$ cat src/logic/fmsp_pkg.sv
package fmsp_pkg;
    // Mode field values, binary value equals the mode number
    localparam logic [1:0] MODE_SHIFT = 2'h0;
    localparam logic [1:0] MODE_UART8 = 2'h1;
    localparam logic [1:0] MODE_UART9_FIXED = 2'h2;
    localparam logic [1:0] MODE_UART9_VAR = 2'h3;

    // Clock figures
    localparam int CLK_PERIOD_NS = 4;
    localparam int CLK_HZ = 1000000000 / CLK_PERIOD_NS;

    // Mode 0 bit period is the oscillator divided by twelve
    localparam int SHIFT_DIV = 12;
    localparam logic [3:0] SHIFT_LAST = 4'(SHIFT_DIV - 1);
    localparam logic [3:0] SHIFT_HIGH_FROM = 4'(SHIFT_DIV / 2);

    // Asynchronous modes sample at sixteen times the bit rate
    localparam int OVERSAMPLE = 16;
    localparam logic [3:0] OVS_LAST = 4'(OVERSAMPLE - 1);
    localparam logic [3:0] OVS_MIDDLE = 4'(OVERSAMPLE / 2 - 1);
    // Mode 2: 64 or 32 clocks per bit, so 4 or 2 clocks per tick
    localparam int FIXED_DIV_SLOW = 64 / OVERSAMPLE;
    localparam int FIXED_DIV_FAST = 32 / OVERSAMPLE;
    localparam logic [1:0] FIXED_LIM_SLOW = 2'(FIXED_DIV_SLOW - 1);
    localparam logic [1:0] FIXED_LIM_FAST = 2'(FIXED_DIV_FAST - 1);
    // Modes 1 and 3: overflow rate over 32, doubled by the doubler
    localparam int OVF_DIV_SLOW = 32 / OVERSAMPLE;
    localparam logic [1:0] OVF_LIM_SLOW = 2'(OVF_DIV_SLOW - 1);
    localparam logic [1:0] OVF_LIM_FAST = 2'h0;

    // Frame sizes in bits, start and stop included in the asynchronous frames, not in mode 0
    localparam int DATA_W = 8;
    localparam logic [3:0] FRAME8_BITS = 4'ha;
    localparam logic [3:0] FRAME9_BITS = 4'hb;
    localparam logic [3:0] SHIFT_BITS = 4'h8;

    // Transmit queue
    localparam int TXQ_DEPTH = 8;

    // Reset values
    localparam logic [7:0] HOLD_RESET = 8'h00;
    localparam logic [10:0] TX_SHREG_RESET = 11'h7ff;
endpackage : fmsp_pkg

$ cat src/logic/fmsp_sync.sv
`timescale 1ns/1ns
`default_nettype none
module fmsp_sync #(
    parameter int WIDTH = 1
) (
    input wire logic clk_in,
    input wire logic rst_n_in,
    input wire logic [WIDTH-1:0] async_in,
    output logic [WIDTH-1:0] sync_out
);
    logic [WIDTH-1:0] meta_ff;
    logic [WIDTH-1:0] sync_ff;

    // Two stages; idle line level is high, so reset to ones
    always_ff @(posedge clk_in or negedge rst_n_in) begin
        if (!rst_n_in) begin
            meta_ff <= '1;
            sync_ff <= '1;
        end else begin
            meta_ff <= async_in;
            sync_ff <= meta_ff;
        end
    end

    assign sync_out = sync_ff;
endmodule : fmsp_sync
`default_nettype wire

$ cat src/logic/fmsp_fifo.sv
`timescale 1ns/1ns
`default_nettype none
module fmsp_fifo #(
    parameter int WIDTH = 8,
    parameter int DEPTH = 8
) (
    input wire logic clk_in,
    input wire logic rst_n_in,
    input wire logic in_valid_in,
    input wire logic [WIDTH-1:0] in_data_in,
    output logic in_ready_out,
    output logic out_valid_out,
    output logic [WIDTH-1:0] out_data_out,
    input wire logic out_ready_in
);
    localparam int PTR_W = $clog2(DEPTH);
    localparam int CNT_W = $clog2(DEPTH + 1);
    localparam logic [CNT_W-1:0] FULL_COUNT = CNT_W'(DEPTH);
    localparam logic [PTR_W-1:0] LAST_PTR = PTR_W'(DEPTH - 1);

    logic [WIDTH-1:0] mem_ff [DEPTH];
    logic [PTR_W-1:0] wr_ptr_ff;
    logic [PTR_W-1:0] rd_ptr_ff;
    logic [CNT_W-1:0] count_ff;
    logic [CNT_W-1:0] nxt_count;
    logic not_full_ff;
    logic push;
    logic pop;

    assign push = in_valid_in && not_full_ff;
    assign pop = out_ready_in && (count_ff != '0);

    // Occupancy; ready is registered so the top sees it from a flop
    always_comb begin
        nxt_count = count_ff;
        if (push && !pop) begin
            nxt_count = count_ff + 1'b1;
        end else if (pop && !push) begin
            nxt_count = count_ff - 1'b1;
        end
    end

    always_ff @(posedge clk_in or negedge rst_n_in) begin
        if (!rst_n_in) begin
            count_ff <= '0;
            not_full_ff <= 1'b1;
            wr_ptr_ff <= '0;
            rd_ptr_ff <= '0;
        end else begin
            count_ff <= nxt_count;
            not_full_ff <= (nxt_count != FULL_COUNT);
            if (push) begin
                wr_ptr_ff <= (wr_ptr_ff == LAST_PTR) ? '0 : wr_ptr_ff + 1'b1;
            end
            if (pop) begin
                rd_ptr_ff <= (rd_ptr_ff == LAST_PTR) ? '0 : rd_ptr_ff + 1'b1;
            end
        end
    end

    // Storage words, written by index
    always_ff @(posedge clk_in) begin
        if (push) begin
            mem_ff[wr_ptr_ff] <= in_data_in;
        end
    end

    assign in_ready_out = not_full_ff;
    assign out_valid_out = (count_ff != '0);
    assign out_data_out = mem_ff[rd_ptr_ff];
endmodule : fmsp_fifo
`default_nettype wire

$ cat src/logic/fmsp_serial_port.sv
// Operation
// - Transmit and receive run at once, except in mode 0
// - Async receive shifts while holding register unread
// - Overrun loses one of two characters
// - Write loads transmit, read returns holding register
// - Mode 0 data on data pin, clock out
// - Mode 0 bit rate is clock/12
// - Mode 1 frame start, 8 data, stop
// - Mode 1 stop bit into ninth flag
// - Mode 2 eleven bits, ninth from control
// - Mode 2 ninth bit stored, stop ignored
// - Mode 2 rate clock/32 or clock/64
// - Doubler 0 gives /64, 1 gives /32
// - Mode 3 equals mode 2 except rate
// - Modes 1,3 rate from timer overflow/32, or overflow/16 with the doubler set
// - Any buffer write accepted by the queue starts a transmission
// - Mode 0 receive when enabled, done clear
// - Async receive starts on start bit, enabled
// - Filter set: done only if ninth bit 1
// - Filter ignored in mode 0
// - Mode 1 filter: done only on stop 1
`timescale 1ns/1ns
`default_nettype none
module fmsp_serial_port (
    input wire logic clk_in,
    input wire logic rst_n_in,
    input wire logic [1:0] mode_in,
    input wire logic multiprocessor_filter_in,
    input wire logic receive_enable_in,
    input wire logic transmit_ninth_bit_in,
    input wire logic baud_doubler_in,
    input wire logic timer1_overflow_in,
    input wire logic serial_buffer_write_in,
    input wire logic [7:0] serial_buffer_wdata_in,
    output logic serial_buffer_ready_out,
    output logic [7:0] serial_buffer_rdata_out,
    output logic received_ninth_bit_out,
    output logic transmit_done_flag_out,
    output logic receive_done_flag_out,
    input wire logic transmit_done_clear_in,
    input wire logic receive_done_clear_in,
    input wire logic rxd_in,
    output logic rxd_out,
    output logic rxd_oe_n_out,
    output logic txd_out
);
    typedef enum logic [2:0] {
        FMSP_IDLE = 3'h1,
        FMSP_SYNC = 3'h2,
        FMSP_ASYNC = 3'h4
    } fmsp_state_type;

    // Nine-bit frame decode, used by both directions
    function automatic logic fmsp_nine_bit(input logic [1:0] mode);
        fmsp_nine_bit = (mode == fmsp_pkg::MODE_UART9_FIXED) || (mode == fmsp_pkg::MODE_UART9_VAR);
    endfunction : fmsp_nine_bit

    function automatic logic [3:0] fmsp_frame_bits(input logic [1:0] mode);
        fmsp_frame_bits = fmsp_nine_bit(mode) ? fmsp_pkg::FRAME9_BITS : fmsp_pkg::FRAME8_BITS;
    endfunction : fmsp_frame_bits

    logic rst_meta_ff;
    logic rst_sync_ff;
    logic rst_n;
    logic rxd_sync;
    logic rxd_prev_ff;
    logic [1:0] div_cnt_ff;
    logic tick_ff;
    logic [3:0] phase_ff;
    fmsp_state_type tx_state_ff;
    fmsp_state_type rx_state_ff;
    logic [10:0] tx_shreg_ff;
    logic [3:0] tx_bits_ff;
    logic [3:0] tx_ovs_ff;
    logic tx_bit_ff;
    logic tx_done_pulse;
    logic q_valid;
    logic [7:0] q_data;
    logic q_pop;
    logic [7:0] rx_shreg_ff;
    logic rx_ninth_ff;
    logic [3:0] rx_idx_ff;
    logic [3:0] rx_ovs_ff;
    logic rx_finish;
    logic rx_accept;
    logic rx_ninth_value;
    logic rx_bit_now;
    logic shift_active;

    // Reset release through two stages
    always_ff @(posedge clk_in or negedge rst_n_in) begin
        if (!rst_n_in) begin
            rst_meta_ff <= 1'b0;
            rst_sync_ff <= 1'b0;
        end else begin
            rst_meta_ff <= 1'b1;
            rst_sync_ff <= rst_meta_ff;
        end
    end
    assign rst_n = rst_sync_ff;

    fmsp_sync #(.WIDTH(1)) u_rxd_sync (
        .clk_in(clk_in),
        .rst_n_in(rst_n),
        .async_in(rxd_in),
        .sync_out(rxd_sync)
    );

    // Writes queue here; queue full stalls the writer via ready
    fmsp_fifo #(.WIDTH(fmsp_pkg::DATA_W), .DEPTH(fmsp_pkg::TXQ_DEPTH)) u_txq (
        .clk_in(clk_in),
        .rst_n_in(rst_n),
        .in_valid_in(serial_buffer_write_in),
        .in_data_in(serial_buffer_wdata_in),
        .in_ready_out(serial_buffer_ready_out),
        .out_valid_out(q_valid),
        .out_data_out(q_data),
        .out_ready_in(q_pop)
    );

    // Sixteen-times tick for the asynchronous modes
    always_ff @(posedge clk_in or negedge rst_n) begin
        if (!rst_n) begin
            div_cnt_ff <= 2'h0;
            tick_ff <= 1'b0;
        end else begin
            tick_ff <= 1'b0;
            if (mode_in == fmsp_pkg::MODE_UART9_FIXED) begin
                if (div_cnt_ff >= (baud_doubler_in ? fmsp_pkg::FIXED_LIM_FAST
                                                   : fmsp_pkg::FIXED_LIM_SLOW)) begin
                    div_cnt_ff <= 2'h0;
                    tick_ff <= 1'b1;
                end else begin
                    div_cnt_ff <= div_cnt_ff + 2'h1;
                end
            end else if (mode_in != fmsp_pkg::MODE_SHIFT && timer1_overflow_in) begin
                if (div_cnt_ff >= (baud_doubler_in ? fmsp_pkg::OVF_LIM_FAST
                                                   : fmsp_pkg::OVF_LIM_SLOW)) begin
                    div_cnt_ff <= 2'h0;
                    tick_ff <= 1'b1;
                end else begin
                    div_cnt_ff <= div_cnt_ff + 2'h1;
                end
            end
        end
    end

    // Mode 0 phase counter, twelve clocks per bit
    assign shift_active = (tx_state_ff == FMSP_SYNC) || (rx_state_ff == FMSP_SYNC);
    always_ff @(posedge clk_in or negedge rst_n) begin
        if (!rst_n) begin
            phase_ff <= 4'h0;
        end else if (!shift_active || phase_ff == fmsp_pkg::SHIFT_LAST) begin
            phase_ff <= 4'h0;
        end else begin
            phase_ff <= phase_ff + 4'h1;
        end
    end

    // Transmitter; pops the queue only when idle
    assign q_pop = (tx_state_ff == FMSP_IDLE) && q_valid
                   && !(mode_in == fmsp_pkg::MODE_SHIFT && rx_state_ff != FMSP_IDLE);
    assign tx_done_pulse = (tx_state_ff == FMSP_SYNC && phase_ff == fmsp_pkg::SHIFT_LAST
                            && tx_bits_ff == 4'h1)
                           || (tx_state_ff == FMSP_ASYNC && tick_ff
                               && tx_ovs_ff == fmsp_pkg::OVS_LAST && tx_bits_ff == 4'h0);

    always_ff @(posedge clk_in or negedge rst_n) begin
        if (!rst_n) begin
            tx_state_ff <= FMSP_IDLE;
            tx_shreg_ff <= fmsp_pkg::TX_SHREG_RESET;
            tx_bits_ff <= 4'h0;
            tx_bit_ff <= 1'b1;
        end else begin
            case (tx_state_ff)
                FMSP_IDLE: begin
                    if (q_pop && mode_in == fmsp_pkg::MODE_SHIFT) begin
                        tx_shreg_ff <= {3'h7, q_data};
                        tx_bits_ff <= fmsp_pkg::SHIFT_BITS;
                        tx_state_ff <= FMSP_SYNC;
                    end else if (q_pop) begin
                        // Stop, ninth (or stop again), data, start
                        tx_shreg_ff <= {1'b1, fmsp_nine_bit(mode_in) ? transmit_ninth_bit_in
                                       : 1'b1, q_data, 1'b0};
                        tx_bits_ff <= fmsp_frame_bits(mode_in);
                        tx_state_ff <= FMSP_ASYNC;
                    end
                end
                FMSP_SYNC: begin
                    if (phase_ff == fmsp_pkg::SHIFT_LAST) begin
                        tx_shreg_ff <= {1'b1, tx_shreg_ff[10:1]};
                        tx_bits_ff <= tx_bits_ff - 4'h1;
                        if (tx_bits_ff == 4'h1) begin
                            tx_state_ff <= FMSP_IDLE;
                        end
                    end
                end
                FMSP_ASYNC: begin
                    // Bit edges follow the free-running divide-by-16
                    if (tick_ff && tx_ovs_ff == fmsp_pkg::OVS_LAST) begin
                        tx_bit_ff <= tx_shreg_ff[0];
                        tx_shreg_ff <= {1'b1, tx_shreg_ff[10:1]};
                        tx_bits_ff <= tx_bits_ff - 4'h1;
                        if (tx_bits_ff == 4'h0) begin
                            tx_bit_ff <= 1'b1;
                            tx_state_ff <= FMSP_IDLE;
                        end
                    end
                end
                default: begin
                    tx_state_ff <= FMSP_IDLE;
                end
            endcase
        end
    end

    // Free-running oversample count for transmit bit timing
    always_ff @(posedge clk_in or negedge rst_n) begin
        if (!rst_n) begin
            tx_ovs_ff <= 4'h0;
        end else if (tick_ff) begin
            tx_ovs_ff <= tx_ovs_ff + 4'h1;
        end
    end

    // Receiver
    assign rx_bit_now = rxd_sync;
    assign rx_finish = (rx_state_ff == FMSP_SYNC && phase_ff == fmsp_pkg::SHIFT_LAST
                        && rx_idx_ff == fmsp_pkg::SHIFT_BITS - 4'h1)
                       || (rx_state_ff == FMSP_ASYNC && tick_ff
                           && rx_ovs_ff == fmsp_pkg::OVS_MIDDLE
                           && rx_idx_ff == fmsp_frame_bits(mode_in) - 4'h1);
    // Mode 1 keeps the stop bit as ninth, nine-bit modes the real ninth
    assign rx_ninth_value = fmsp_nine_bit(mode_in) ? rx_ninth_ff : rx_bit_now;
    // Newer character dropped while the old one is unread
    assign rx_accept = !receive_done_flag_out
                       && (rx_state_ff == FMSP_SYNC
                           || !multiprocessor_filter_in
                           || rx_ninth_value);

    always_ff @(posedge clk_in or negedge rst_n) begin
        if (!rst_n) begin
            rx_state_ff <= FMSP_IDLE;
            rx_shreg_ff <= fmsp_pkg::HOLD_RESET;
            rx_ninth_ff <= 1'b0;
            rx_idx_ff <= 4'h0;
            rx_ovs_ff <= 4'h0;
            rxd_prev_ff <= 1'b1;
        end else begin
            rxd_prev_ff <= rxd_sync;
            case (rx_state_ff)
                FMSP_IDLE: begin
                    rx_idx_ff <= 4'h0;
                    rx_ovs_ff <= 4'h0;
                    if (mode_in == fmsp_pkg::MODE_SHIFT) begin
                        // Shares the data pin, so waits for transmit
                        if (receive_enable_in && !receive_done_flag_out
                            && tx_state_ff == FMSP_IDLE && !q_pop) begin
                            rx_state_ff <= FMSP_SYNC;
                        end
                    end else if (receive_enable_in && rxd_prev_ff && !rxd_sync) begin
                        rx_state_ff <= FMSP_ASYNC;
                    end
                end
                FMSP_SYNC: begin
                    if (phase_ff == fmsp_pkg::SHIFT_LAST) begin
                        rx_shreg_ff <= {rx_bit_now, rx_shreg_ff[7:1]};
                        rx_idx_ff <= rx_idx_ff + 4'h1;
                        if (rx_finish) begin
                            rx_state_ff <= FMSP_IDLE;
                        end
                    end
                end
                FMSP_ASYNC: begin
                    if (tick_ff) begin
                        rx_ovs_ff <= rx_ovs_ff + 4'h1;
                        if (rx_ovs_ff == fmsp_pkg::OVS_MIDDLE) begin
                            rx_idx_ff <= rx_idx_ff + 4'h1;
                            if (rx_idx_ff == 4'h0 && rx_bit_now) begin
                                rx_state_ff <= FMSP_IDLE; // False start, glitch
                            end else if (rx_idx_ff <= fmsp_pkg::SHIFT_BITS) begin
                                if (rx_idx_ff != 4'h0) begin
                                    rx_shreg_ff <= {rx_bit_now, rx_shreg_ff[7:1]};
                                end
                            end else if (rx_finish) begin
                                rx_state_ff <= FMSP_IDLE;
                            end else begin
                                rx_ninth_ff <= rx_bit_now;
                            end
                        end
                    end
                end
                default: begin
                    rx_state_ff <= FMSP_IDLE;
                end
            endcase
        end
    end

    // Holding register, separate from the shift register
    always_ff @(posedge clk_in or negedge rst_n) begin
        if (!rst_n) begin
            serial_buffer_rdata_out <= fmsp_pkg::HOLD_RESET;
            received_ninth_bit_out <= 1'b0;
        end else if (rx_finish && rx_accept) begin
            if (rx_state_ff == FMSP_SYNC) begin
                serial_buffer_rdata_out <= {rx_bit_now, rx_shreg_ff[7:1]};
            end else begin
                serial_buffer_rdata_out <= rx_shreg_ff;
                received_ninth_bit_out <= rx_ninth_value;
            end
        end
    end

    // Done flags; a set in the clearing cycle wins
    always_ff @(posedge clk_in or negedge rst_n) begin
        if (!rst_n) begin
            transmit_done_flag_out <= 1'b0;
            receive_done_flag_out <= 1'b0;
        end else begin
            if (tx_done_pulse) begin
                transmit_done_flag_out <= 1'b1;
            end else if (transmit_done_clear_in) begin
                transmit_done_flag_out <= 1'b0;
            end
            if (rx_finish && rx_accept) begin
                receive_done_flag_out <= 1'b1;
            end else if (receive_done_clear_in) begin
                receive_done_flag_out <= 1'b0;
            end
        end
    end

    // Pins; in the asynchronous modes independent paths keep both directions running
    always_ff @(posedge clk_in or negedge rst_n) begin
        if (!rst_n) begin
            txd_out <= 1'b1;
            rxd_out <= 1'b1;
            rxd_oe_n_out <= 1'b1;
        end else if (mode_in == fmsp_pkg::MODE_SHIFT) begin
            // Shift clock low first half of each bit, high second half
            txd_out <= !shift_active || (phase_ff >= fmsp_pkg::SHIFT_HIGH_FROM);
            rxd_out <= (tx_state_ff == FMSP_SYNC) ? tx_shreg_ff[0] : 1'b1;
            rxd_oe_n_out <= (tx_state_ff != FMSP_SYNC);
        end else begin
            txd_out <= tx_bit_ff;
            rxd_out <= 1'b1;
            rxd_oe_n_out <= 1'b1;
        end
    end
endmodule : fmsp_serial_port
`default_nettype wire

$ cat config.mk
export PLATFORM = sky130hd
export DESIGN_NAME = fmsp_serial_port
export DESIGN_NICKNAME = d
export VERILOG_FILES = /design/src/logic/fmsp_pkg.sv /design/src/logic/fmsp_sync.sv /design/src/logic/fmsp_fifo.sv /design/src/logic/fmsp_serial_port.sv
export SDC_FILE = /design/constraint.sdc
export NUM_CORES = 1
export LEC_CHECK = 0
export BUFFER_PORTS_ARGS = -buffer_cell sky130_fd_sc_hd__clkbuf_2
export CAP_MARGIN = 20
export CORE_ASPECT_RATIO = 0.6
export CORE_MARGIN = 5
export CORE_UTILIZATION = 50
export DETAILED_ROUTE_END_ITERATION = 10
export GPL_ROUTABILITY_DRIVEN = 0
export PLACE_DENSITY = 0.67
export SLEW_MARGIN = 20
export SYNTH_ARGS = -nofsm -noshare
export SYNTH_HDL_FRONTEND = slang
export SYNTH_SLANG_ARGS = --single-unit
export TNS_END_PERCENT = 100
$ cat constraint.sdc
create_clock -name clk_in -period 7 [get_ports clk_in]
set_input_delay 0.7 -clock clk_in [delete_from_list [all_inputs] [get_ports clk_in]]
set_output_delay 0.7 -clock clk_in [all_outputs]
set_load 0.005 [all_outputs]
# Yosys cells after proc, flatten, opt, wreduce, memory -nomap -nowiden
# Memories as Yosys holds them, arrays and structs flattened.
# Cells that the tools add are included.
# op_classes
addsub	11
order_cmp	4
eq_ne	33
muxes	70
bitwise_logic	4
reduce_logical	66
# ops
op	count
$mux W8	7
$mux W3	17
$mux W11	4
$mux W4	11
$pmux W11 S3	1
$logic_and A1 B1 Y1	28
$pmux W4 S3	2
$add A4 B1 Y4 const B	5
$mux W1	19
$pmux W3 S3	2
$pmux W8 S2	1
$eq A3 B3 Y1 const B	4
$ne A2 B1 Y1 const B	6
$ne A3 B3 Y1 const B	4
$reduce_and A6 Y1	2
$reduce_bool A2 Y1	6
$sub A4 B1 Y4 const B	3
$mux W2	5
$eq A4 B3 Y1 const B	2
$eq A4 B4 Y1 const B	2
$logic_not A1 Y1	8
$logic_not A4 Y1	2
$logic_or A1 B1 Y1	8
$ne A2 B2 Y1 const B	4
23 further kinds	35
# word_totals
register_bits	80
ram_bits	64
in_bits	21
out_inout_bits	15
word_cells	218
memories	1
# memory_table
name	words	width	read_ports	rd_ports_with_merged_regs	write_ports	line_no	source
u_txq.mem_ff	8	8	1	0	1	fmsp_fifo.sv:21	logic [WIDTH-1:0] mem_ff [DEPTH];

# Longest topological paths before layout
# Gate-level depths: netlist of run 1.
# depth
word_depth	13
mapped_depth	9
ltp_nobuf	7

# Cells and area by module
# Synthesis of run 1 repeated with hierarchy kept, for this count alone.
# hier_totals
cells_unflattened	513
hier_area_um2	6673.9
# modules_own_cells
module	instances	cells_each	area_per_inst_um2	seq_area_each_um2
fmsp_serial_port	1	341	3443.3	1672.9
fmsp_fifo	1	170	3178.0	2198.4
fmsp_sync	1	2	52.6	52.6

# Worst setup path after synthesis of run 1
# No wires, ideal clock.
# synth_timing
path_kind	input to register
start	in mode_in[1]
end	reg serial_buffer_rdata_out[0]
setup_ns	0.128
arrival_time_ns	2.147
required_ns	6.872
path_slack_ns	4.726
path_stages	6
path_buffers	1
path_cell_list	buf_2 -> or3b_2 -> a21oi_1 -> a41o_1 -> nand2_2 -> mux2_1
# synth_between
elab_chain_cells	8
word_cells_on_any_way	12
cone_classes	add/sub (1); eq/ne (3); mux (2); reduce/logical (6)
# synth_lines
item	line_no	source
start: declaration	fmsp_serial_port.sv:27	input wire logic [1:0] mode_in,
$eq A2 B2 Y1	fmsp_serial_port.sv:55	fmsp_nine_bit = (mode == fmsp_pkg::MODE_UART9_FIXED) || (mode == fmsp_pkg::MODE_UART9_VAR);
$logic_or A1 B1 Y1 *	fmsp_serial_port.sv:55	
$mux W1	fmsp_serial_port.sv:59	fmsp_frame_bits = fmsp_nine_bit(mode) ? fmsp_pkg::FRAME9_BITS : fmsp_pkg::FRAME8_BITS;
$sub A4 B1 Y4	fmsp_serial_port.sv:232	&& rx_idx_ff == fmsp_frame_bits(mode_in) - 4'h1);
$eq A4 B4 Y1	fmsp_serial_port.sv:232	
$logic_and A1 B1 Y1	fmsp_serial_port.sv:232	
$logic_or A1 B1 Y1	fmsp_serial_port.sv:230	|| (rx_state_ff == FMSP_ASYNC && tick_ff
$logic_and A1 B1 Y1 *	fmsp_serial_port.sv:305	end else if (rx_finish && rx_accept) begin
end signal: assignment	fmsp_serial_port.sv:303	serial_buffer_rdata_out <= fmsp_pkg::HOLD_RESET;
end signal: assignment	fmsp_serial_port.sv:307	serial_buffer_rdata_out <= {rx_bit_now, rx_shreg_ff[7:1]};
end signal: assignment	fmsp_serial_port.sv:309	serial_buffer_rdata_out <= rx_shreg_ff;
end: declaration	fmsp_serial_port.sv:36	output logic [7:0] serial_buffer_rdata_out,
# Every way passes the cells marked *; elsewhere a longest branch is shown, timed or not.
# A chain may end at the register's enable or synchronous reset.

# Final worst setup path of run 1
# layout_timing
start	reg u_txq.count_ff[0]
end	reg tx_shreg_ff[5]
# layout_between
elab_chain_cells	6
word_cells_on_any_way	8
cone_classes	eq/ne (1); mux (2); reduce/logical (5)
# layout_lines
item	line_no	source
start: declaration	fmsp_fifo.sv:24	logic [CNT_W-1:0] count_ff;
start signal: assignment	fmsp_fifo.sv:50	count_ff <= nxt_count;
$reduce_bool A4 Y1 *	fmsp_fifo.sv:69	assign out_valid_out = (count_ff != '0);
$logic_and A1 B1 Y1 *	fmsp_serial_port.sv:161	assign q_pop = (tx_state_ff == FMSP_IDLE) && q_valid
$logic_and A1 B1 Y1 *	fmsp_serial_port.sv:162	&& !(mode_in == fmsp_pkg::MODE_SHIFT && rx_state_ff != FMSP_IDLE);
$logic_and A1 B1 Y1	fmsp_serial_port.sv:177	if (q_pop && mode_in == fmsp_pkg::MODE_SHIFT) begin
$ne A3 B3 Y1 (no source line) / $mux W11 (equally long branches)	--	
$reduce_and A4 Y1 (no source line) / $pmux W11 S3 (equally long branches)	--	
end signal: assignment	fmsp_serial_port.sv:171	tx_shreg_ff <= fmsp_pkg::TX_SHREG_RESET;
end signal: assignment	fmsp_serial_port.sv:178	tx_shreg_ff <= {3'h7, q_data};
end signal: assignment	fmsp_serial_port.sv:183	tx_shreg_ff <= {1'b1, fmsp_nine_bit(mode_in) ? transmit_ninth_bit_in
end: declaration	fmsp_serial_port.sv:72	logic [10:0] tx_shreg_ff;
# Marked as above.

==> flow_summary.yaml, run 1 <==
run_status:
  status: "complete, no violations"
global_routing:
  overflow: 0
  grt_usage: 0.181
  grt_pass1_wl_um: 22900
  grt_max_degree: 78
  grt_pass1_vias: 4399
  antenna_found_initial: 0
timing:
  hold_viol_final: 0
  fmax_mhz: 356
  hold_ws_ns: 0.0570
  tns_ns: 0
  tightest_slew_ns: 0.977
  drv_slew: 0
  rsz0062_at_grt: "no"
  fin_crit_sh: 0.401
  setup_slack_ns: 4.19
  setup_viol: 0
  skew_ns: 0.00775
  maxSlewHeadroom: 0.349
  final.min_clock_period_ns: 2.81
drt:
  postRouteAntennaNets: 0
  num_vias: 4431
  route.detailed.wl_per_inst_um: 17.7
  firstDrtPassIters: 5
  drc: 0
  drt_wl_total_um: 13500
  avgViaCountPerCell: 5.80
  drtIter0Drc: 358
critical_path:
  path_buf_inv: 2
  path_cells: "inv_1 -> ha_1 -> nor3b_1 -> nor4_1 -> buf_4 -> nor2_1 -> a22oi_1 -> a31oi_1"
  worstSetupStartpointType: "flip-flop"
  cp_max_fo: 11
  path_class: "flip-flop to flip-flop"
  slowest_delay_ns: 0.79
  endpoint_kind: "flip-flop"
  cpLargestDelayFamily: "simple AND/OR/NAND/NOR gates"
  required_ns: 7.34
  slowest_stage: "nor3b_1"
  crit_arrival_ns: 3.14
logic_synthesis:
  synthArstFlopShare: 0.552
  avgSynthCellArea_um2: 12.2
  synth_edf_count: 64
  synth_seq_area_share: 0.587
  synthFlopType: "edfxtp_1"
  synth_seq_cells: 143
  ys_types: 65
  syn_nets: 584
  syn_inst: 547
  yosysWarnings: 0
  synth_area_um2: 6690
clock_tree:
  cts.sinks: 143
  path_clk_slew_ns: 0.06
  ctsHoldBuffers: 0
  cts_made_buffers: 17
  cts_setup_buffers: 0
  cts_max_path_buffers: 2
  cts_tree: "done"
  htreeDepth: 4
  post_cts_resized: 0
  clk_root_buffer_cell: "clkbuf_16"
  clk_latency_ns: 0.42
run:
  maxCapViolations: 0
final_layout:
  mostFrequentLayoutCells: "64 x edfxtp_1, 62 x nand2_1, 57 x dfrtp_1"
  fin_util: 0.588
  area_growth_pct: 14.1
  num_antenna_cells: 0
  post-route-cell-area_um2: 7630
  nets: 618
  layout_commonest_cell: "edfxtp_1"
  layout-drive-gt1-share: 0.239
  instances_no_fill: 764
placed_design:
  pre_cts_slack_ns: 4.34
  hpwl_um: 9310
  dp.cells: 731
  io_buffers: 35
  post_dp_cell_area_um2: 7000
power_and_ir_drop:
  ir_drop_mv: 0.212
  leakage_nw: 3.07
  power_density_nw_per_um2: 416
  total_power_mw: 3.17
floorplan:
  start_util: 0.515
  core_um2: 13000
  ios: 36
  rows: 32
  dieWidth_um: 159
  fp.dieH_um: 99.6
  die_area_um2: 15900
hold_path:
  hp-class: "primary input to async pin"
==> cell families (layout without fill, tap and decap cells) <==
group / Yosys count / in the layout / share of synthesized area
DFF: 143 / 143 / 0.587
buffers and inverters: 49 / 96 / 0.0311
xor gates and xnor gates: 10 / 10 / 0.0131
muxes: 49 / 49 / 0.108
and+or+nand+nor: 183 / 183 / 0.133
adders and majority gates: 16 / 16 / 0.0299
AOI/OAI and AO/OA: 96 / 96 / 0.0968
other: 1 / 1 / 0.000561
==> sequential cells by signal, summed over array words and instances, names as in the netlist, 4 cells and up <==
name                     flops
phase_ff                     4
tx_bits_ff                   4
rx_shreg_ff                  8
tx_ovs_ff                    4
serial_buffer_rdata_out      8
u_txq.count_ff               4
rx_ovs_ff                    4
tx_shreg_ff                 10
rx_idx_ff                    4
u_txq.mem_ff                64
==> layout make-up <==
class                   count  area, um2
repair buffers             40        233
flip-flops and latches    143       3930
clock buffers              21        497
multi-input cells         355       2560
well taps                 170        213
inverters                  24       90.1
fillers                  1048       5350
clock inverters            11        101
==> synth_stat cells, types with 6 or more instances <==
library cell | count | area share
nor3_1 | 17 | 0.013
inv_1 | 23 | 0.013
ha_1 | 16 | 0.030
nand2b_1 | 7 | 0.0066
xnor2_1 | 6 | 0.0079
mux4_2 | 16 | 0.054
o21ai_0 | 12 | 0.0090
nand3_1 | 10 | 0.0075
edfxtp_1 | 64 | 0.29
a21oi_1 | 28 | 0.021
dfstp_2 | 20 | 0.079
dfrtp_1 | 59 | 0.22
o22ai_1 | 7 | 0.0066
mux2_1 | 8 | 0.013
nor2_1 | 43 | 0.024
mux2_2 | 18 | 0.030
a31oi_1 | 11 | 0.010
clkbuf_1 | 12 | 0.0067
buf_2 | 7 | 0.0052
a22oi_1 | 8 | 0.0090
mux2i_1 | 7 | 0.010
nand2_1 | 62 | 0.035
==> path summary, 6_finish.rpt <==
kind	from	endpoint	slack, ns	depth (start not counted)
max	u_txq.count_ff[0]	tx_shreg_ff[5]	4.19	8
min	rst_n_in	rst_meta_ff	0.06	1
max reg2reg	u_txq.count_ff[0]	tx_shreg_ff[5]	4.19	8
min reg2reg	rst_n	serial_buffer_rdata_out[6]	0.22	0
max in group asynchronous	rst_n	tx_bit_ff	6.12	1
min in group clk_in	u_rxd_sync.meta_ff	u_rxd_sync.sync_out	0.35	0
==> power breakdown <==
group          internal (mW)  total, mW  switching [mW]  leakage [nW]
Clock                  0.546      0.896           0.350         0.297
Sequential              1.11       1.34           0.237          1.55
Combinational          0.437      0.931           0.494          1.23
Total                   2.09       3.17            1.08          3.07
==> metal layers <==
layer | vias up | share of wire | routed length (um) | track usage
met2 | 141 | 0.42 | 5640 | 0.246
li1 | 2080 | - | - | -
met4 | 0 | 0.011 | 155 | 0.0524
met1 | 2193 | 0.52 | 7030 | 0.285
met5 | - | 0 | 0 | 0
met3 | 17 | 0.053 | 716 | 0.0451
(Power assumes the default switching activity.)
==> inputs of run 2 (changes only) <==
- clock period: 7 -> 2.7 ns (I/O delays scaled with it)
==> flow_summary.yaml, run 2 (synthesis results as in run 1) <==
run_status:
  status: "complete, no violations"
clock_tree:
  path_clk_slew_ns: 0.06
  post_cts_resized: 0
  cts_tree: "done"
  cts.sinks: 143
  clk_latency_ns: 0.42
  clk_root_buffer_cell: "clkbuf_16"
  htreeDepth: 4
  cts_max_path_buffers: 2
  cts_made_buffers: 17
  cts_setup_buffers: 0
critical_path:
  crit_arrival_ns: 2.66
  path_class: "flip-flop to flip-flop"
  cp_max_fo: 17
  endpoint_kind: "flip-flop"
  required_ns: 3.03
  worst-r2r-setup-slack_ns: 0.38
  worstSetupStartpointType: "flip-flop"
global_routing:
  grt_usage: 0.184
  antenna_found_initial: 0
  grt-busiest-layer: "met1"
  grt_util_met3: 0.0472
  grt_pass1_wl_um: 23200
  use_met2: 0.265
  global_route.usage.met1: 0.278
  grt_max_degree: 78
  overflow: 0
  grt_pass1_vias: 4507
timing:
  maxSlewHeadroom: 0.579
  hold_viol_final: 0
  tightest_slew_ns: 0.623
  fin_crit_sh: 0.861
  fmax_mhz: 430
  skew_ns: 0.0108
  tns_ns: 0
  final.min_clock_period_ns: 2.32
  hold_ws_ns: 0.0428
  rsz0062_at_grt: "no"
  setup_viol: 0
  drv_slew: 0
power_and_ir_drop:
  ir_drop_mv: 0.603
  leakage_nw: 3.18
  power_density_nw_per_um2: 1080
  total_power_mw: 8.36
final_layout:
  nets: 641
  area_growth_pct: 16.2
  ff_latch_area_um2: 3930
  mostFrequentLayoutCells: "64 x edfxtp_1, 62 x nand2_1, 58 x dfrtp_1"
  layout-drive-gt1-share: 0.259
  layout_commonest_cell: "edfxtp_1"
  top_register: "u_txq.mem_ff"
  largest_reg_flops: 64
  num_antenna_cells: 0
  multiInputGateArea_um2: 2550
  nFillCells: 1037
  reg_top3: "u_txq.mem_ff: 64 flops, tx_shreg_ff: 10 flops"
floorplan:
  ios: 36
  start_util: 0.515
  die_area_um2: 15900
  dieWidth_um: 159
  core_um2: 13000
  rows: 32
  fp.dieH_um: 99.6
drt:
  postRouteAntennaNets: 0
  drtIter0Drc: 363
  drc: 0
  avgViaCountPerCell: 5.74
  firstDrtPassIters: 5
  num_vias: 4514
  drt_wl_total_um: 14100
  route.detailed.wl_per_inst_um: 17.9
hold_path:
  hp-class: "primary input to flip-flop"
run:
  maxCapViolations: 0
placed_design:
  io_buffers: 35
  hpwl_um: 9700
==> run 2: path summary, 6_finish.rpt <==
path                                  startpoint                          to  cells past startpoint
hold / removal             receive_done_clear_in       receive_done_flag_out                      2
max in group asynchronous                  rst_n              tx_shreg_ff[9]                      1
setup reg to reg                     phase_ff[0]              tx_shreg_ff[6]                      7
setup / recovery                     phase_ff[0]              tx_shreg_ff[6]                      7
hold reg to reg                            rst_n  serial_buffer_rdata_out[6]                      0
min in group asynchronous               rst_n_in                       rst_n                      2
==> run 2: cell type report <==
type	instances	area share
Tap cell	170	0.0274
Timing Repair Buffer	63	0.0528
Multi-Input combinational cell	355	0.329
Clock inverter	13	0.0140
Clock buffer	19	0.0598
Inverter	24	0.0116
Sequential cell	143	0.506
==> run 2: worst max-delay path, stage by stage, from the launching register on <==
cell	delay, ns
dfrtp_1	0.39
ha_1	0.20
nand3b_1	0.34
o22a_1	0.36
o21ai_2	0.50
buf_4	0.24
nor2_1	0.04
a31oi_1	0.16
==> run 2: where the power goes <==
part,internal (mW),leakage (nW),total (mW),switching [mW]
combinational,1.28,1.34,2.85,1.57
sequential,2.87,1.55,3.28,0.409
clock,1.34,0.285,2.24,0.896
total,5.49,3.18,8.36,2.87
==> run 2: metal layers <==
layer  share of wire  vias to the layer above
met4           0.013                        0
li1                -                     2127
met2            0.44                      128
met3           0.057                       19
met5               0                        -
met1            0.49                     2240
==> run 2: repair_timing <==
| action | in CTS | in global routing |
|---|---|---|
| endpoints found under the setup margin | 0 | 0 |
| hold buffers | 2 | 0 |
| hold endpoints to repair | 3 | 0 |
==> run 2: metrics by stage <==
stage	util	std cells	worst slack [ns]	cell area, um2
after global placement	0.551	752	0.481	7150
final	0.599	787	0.376	7770
after global routing	0.599	787	0.187	7770
after CTS	0.597	786	0.393	7740
after floorplan	-	547	0.372	6690
after detailed placement	0.551	752	0.383	7150
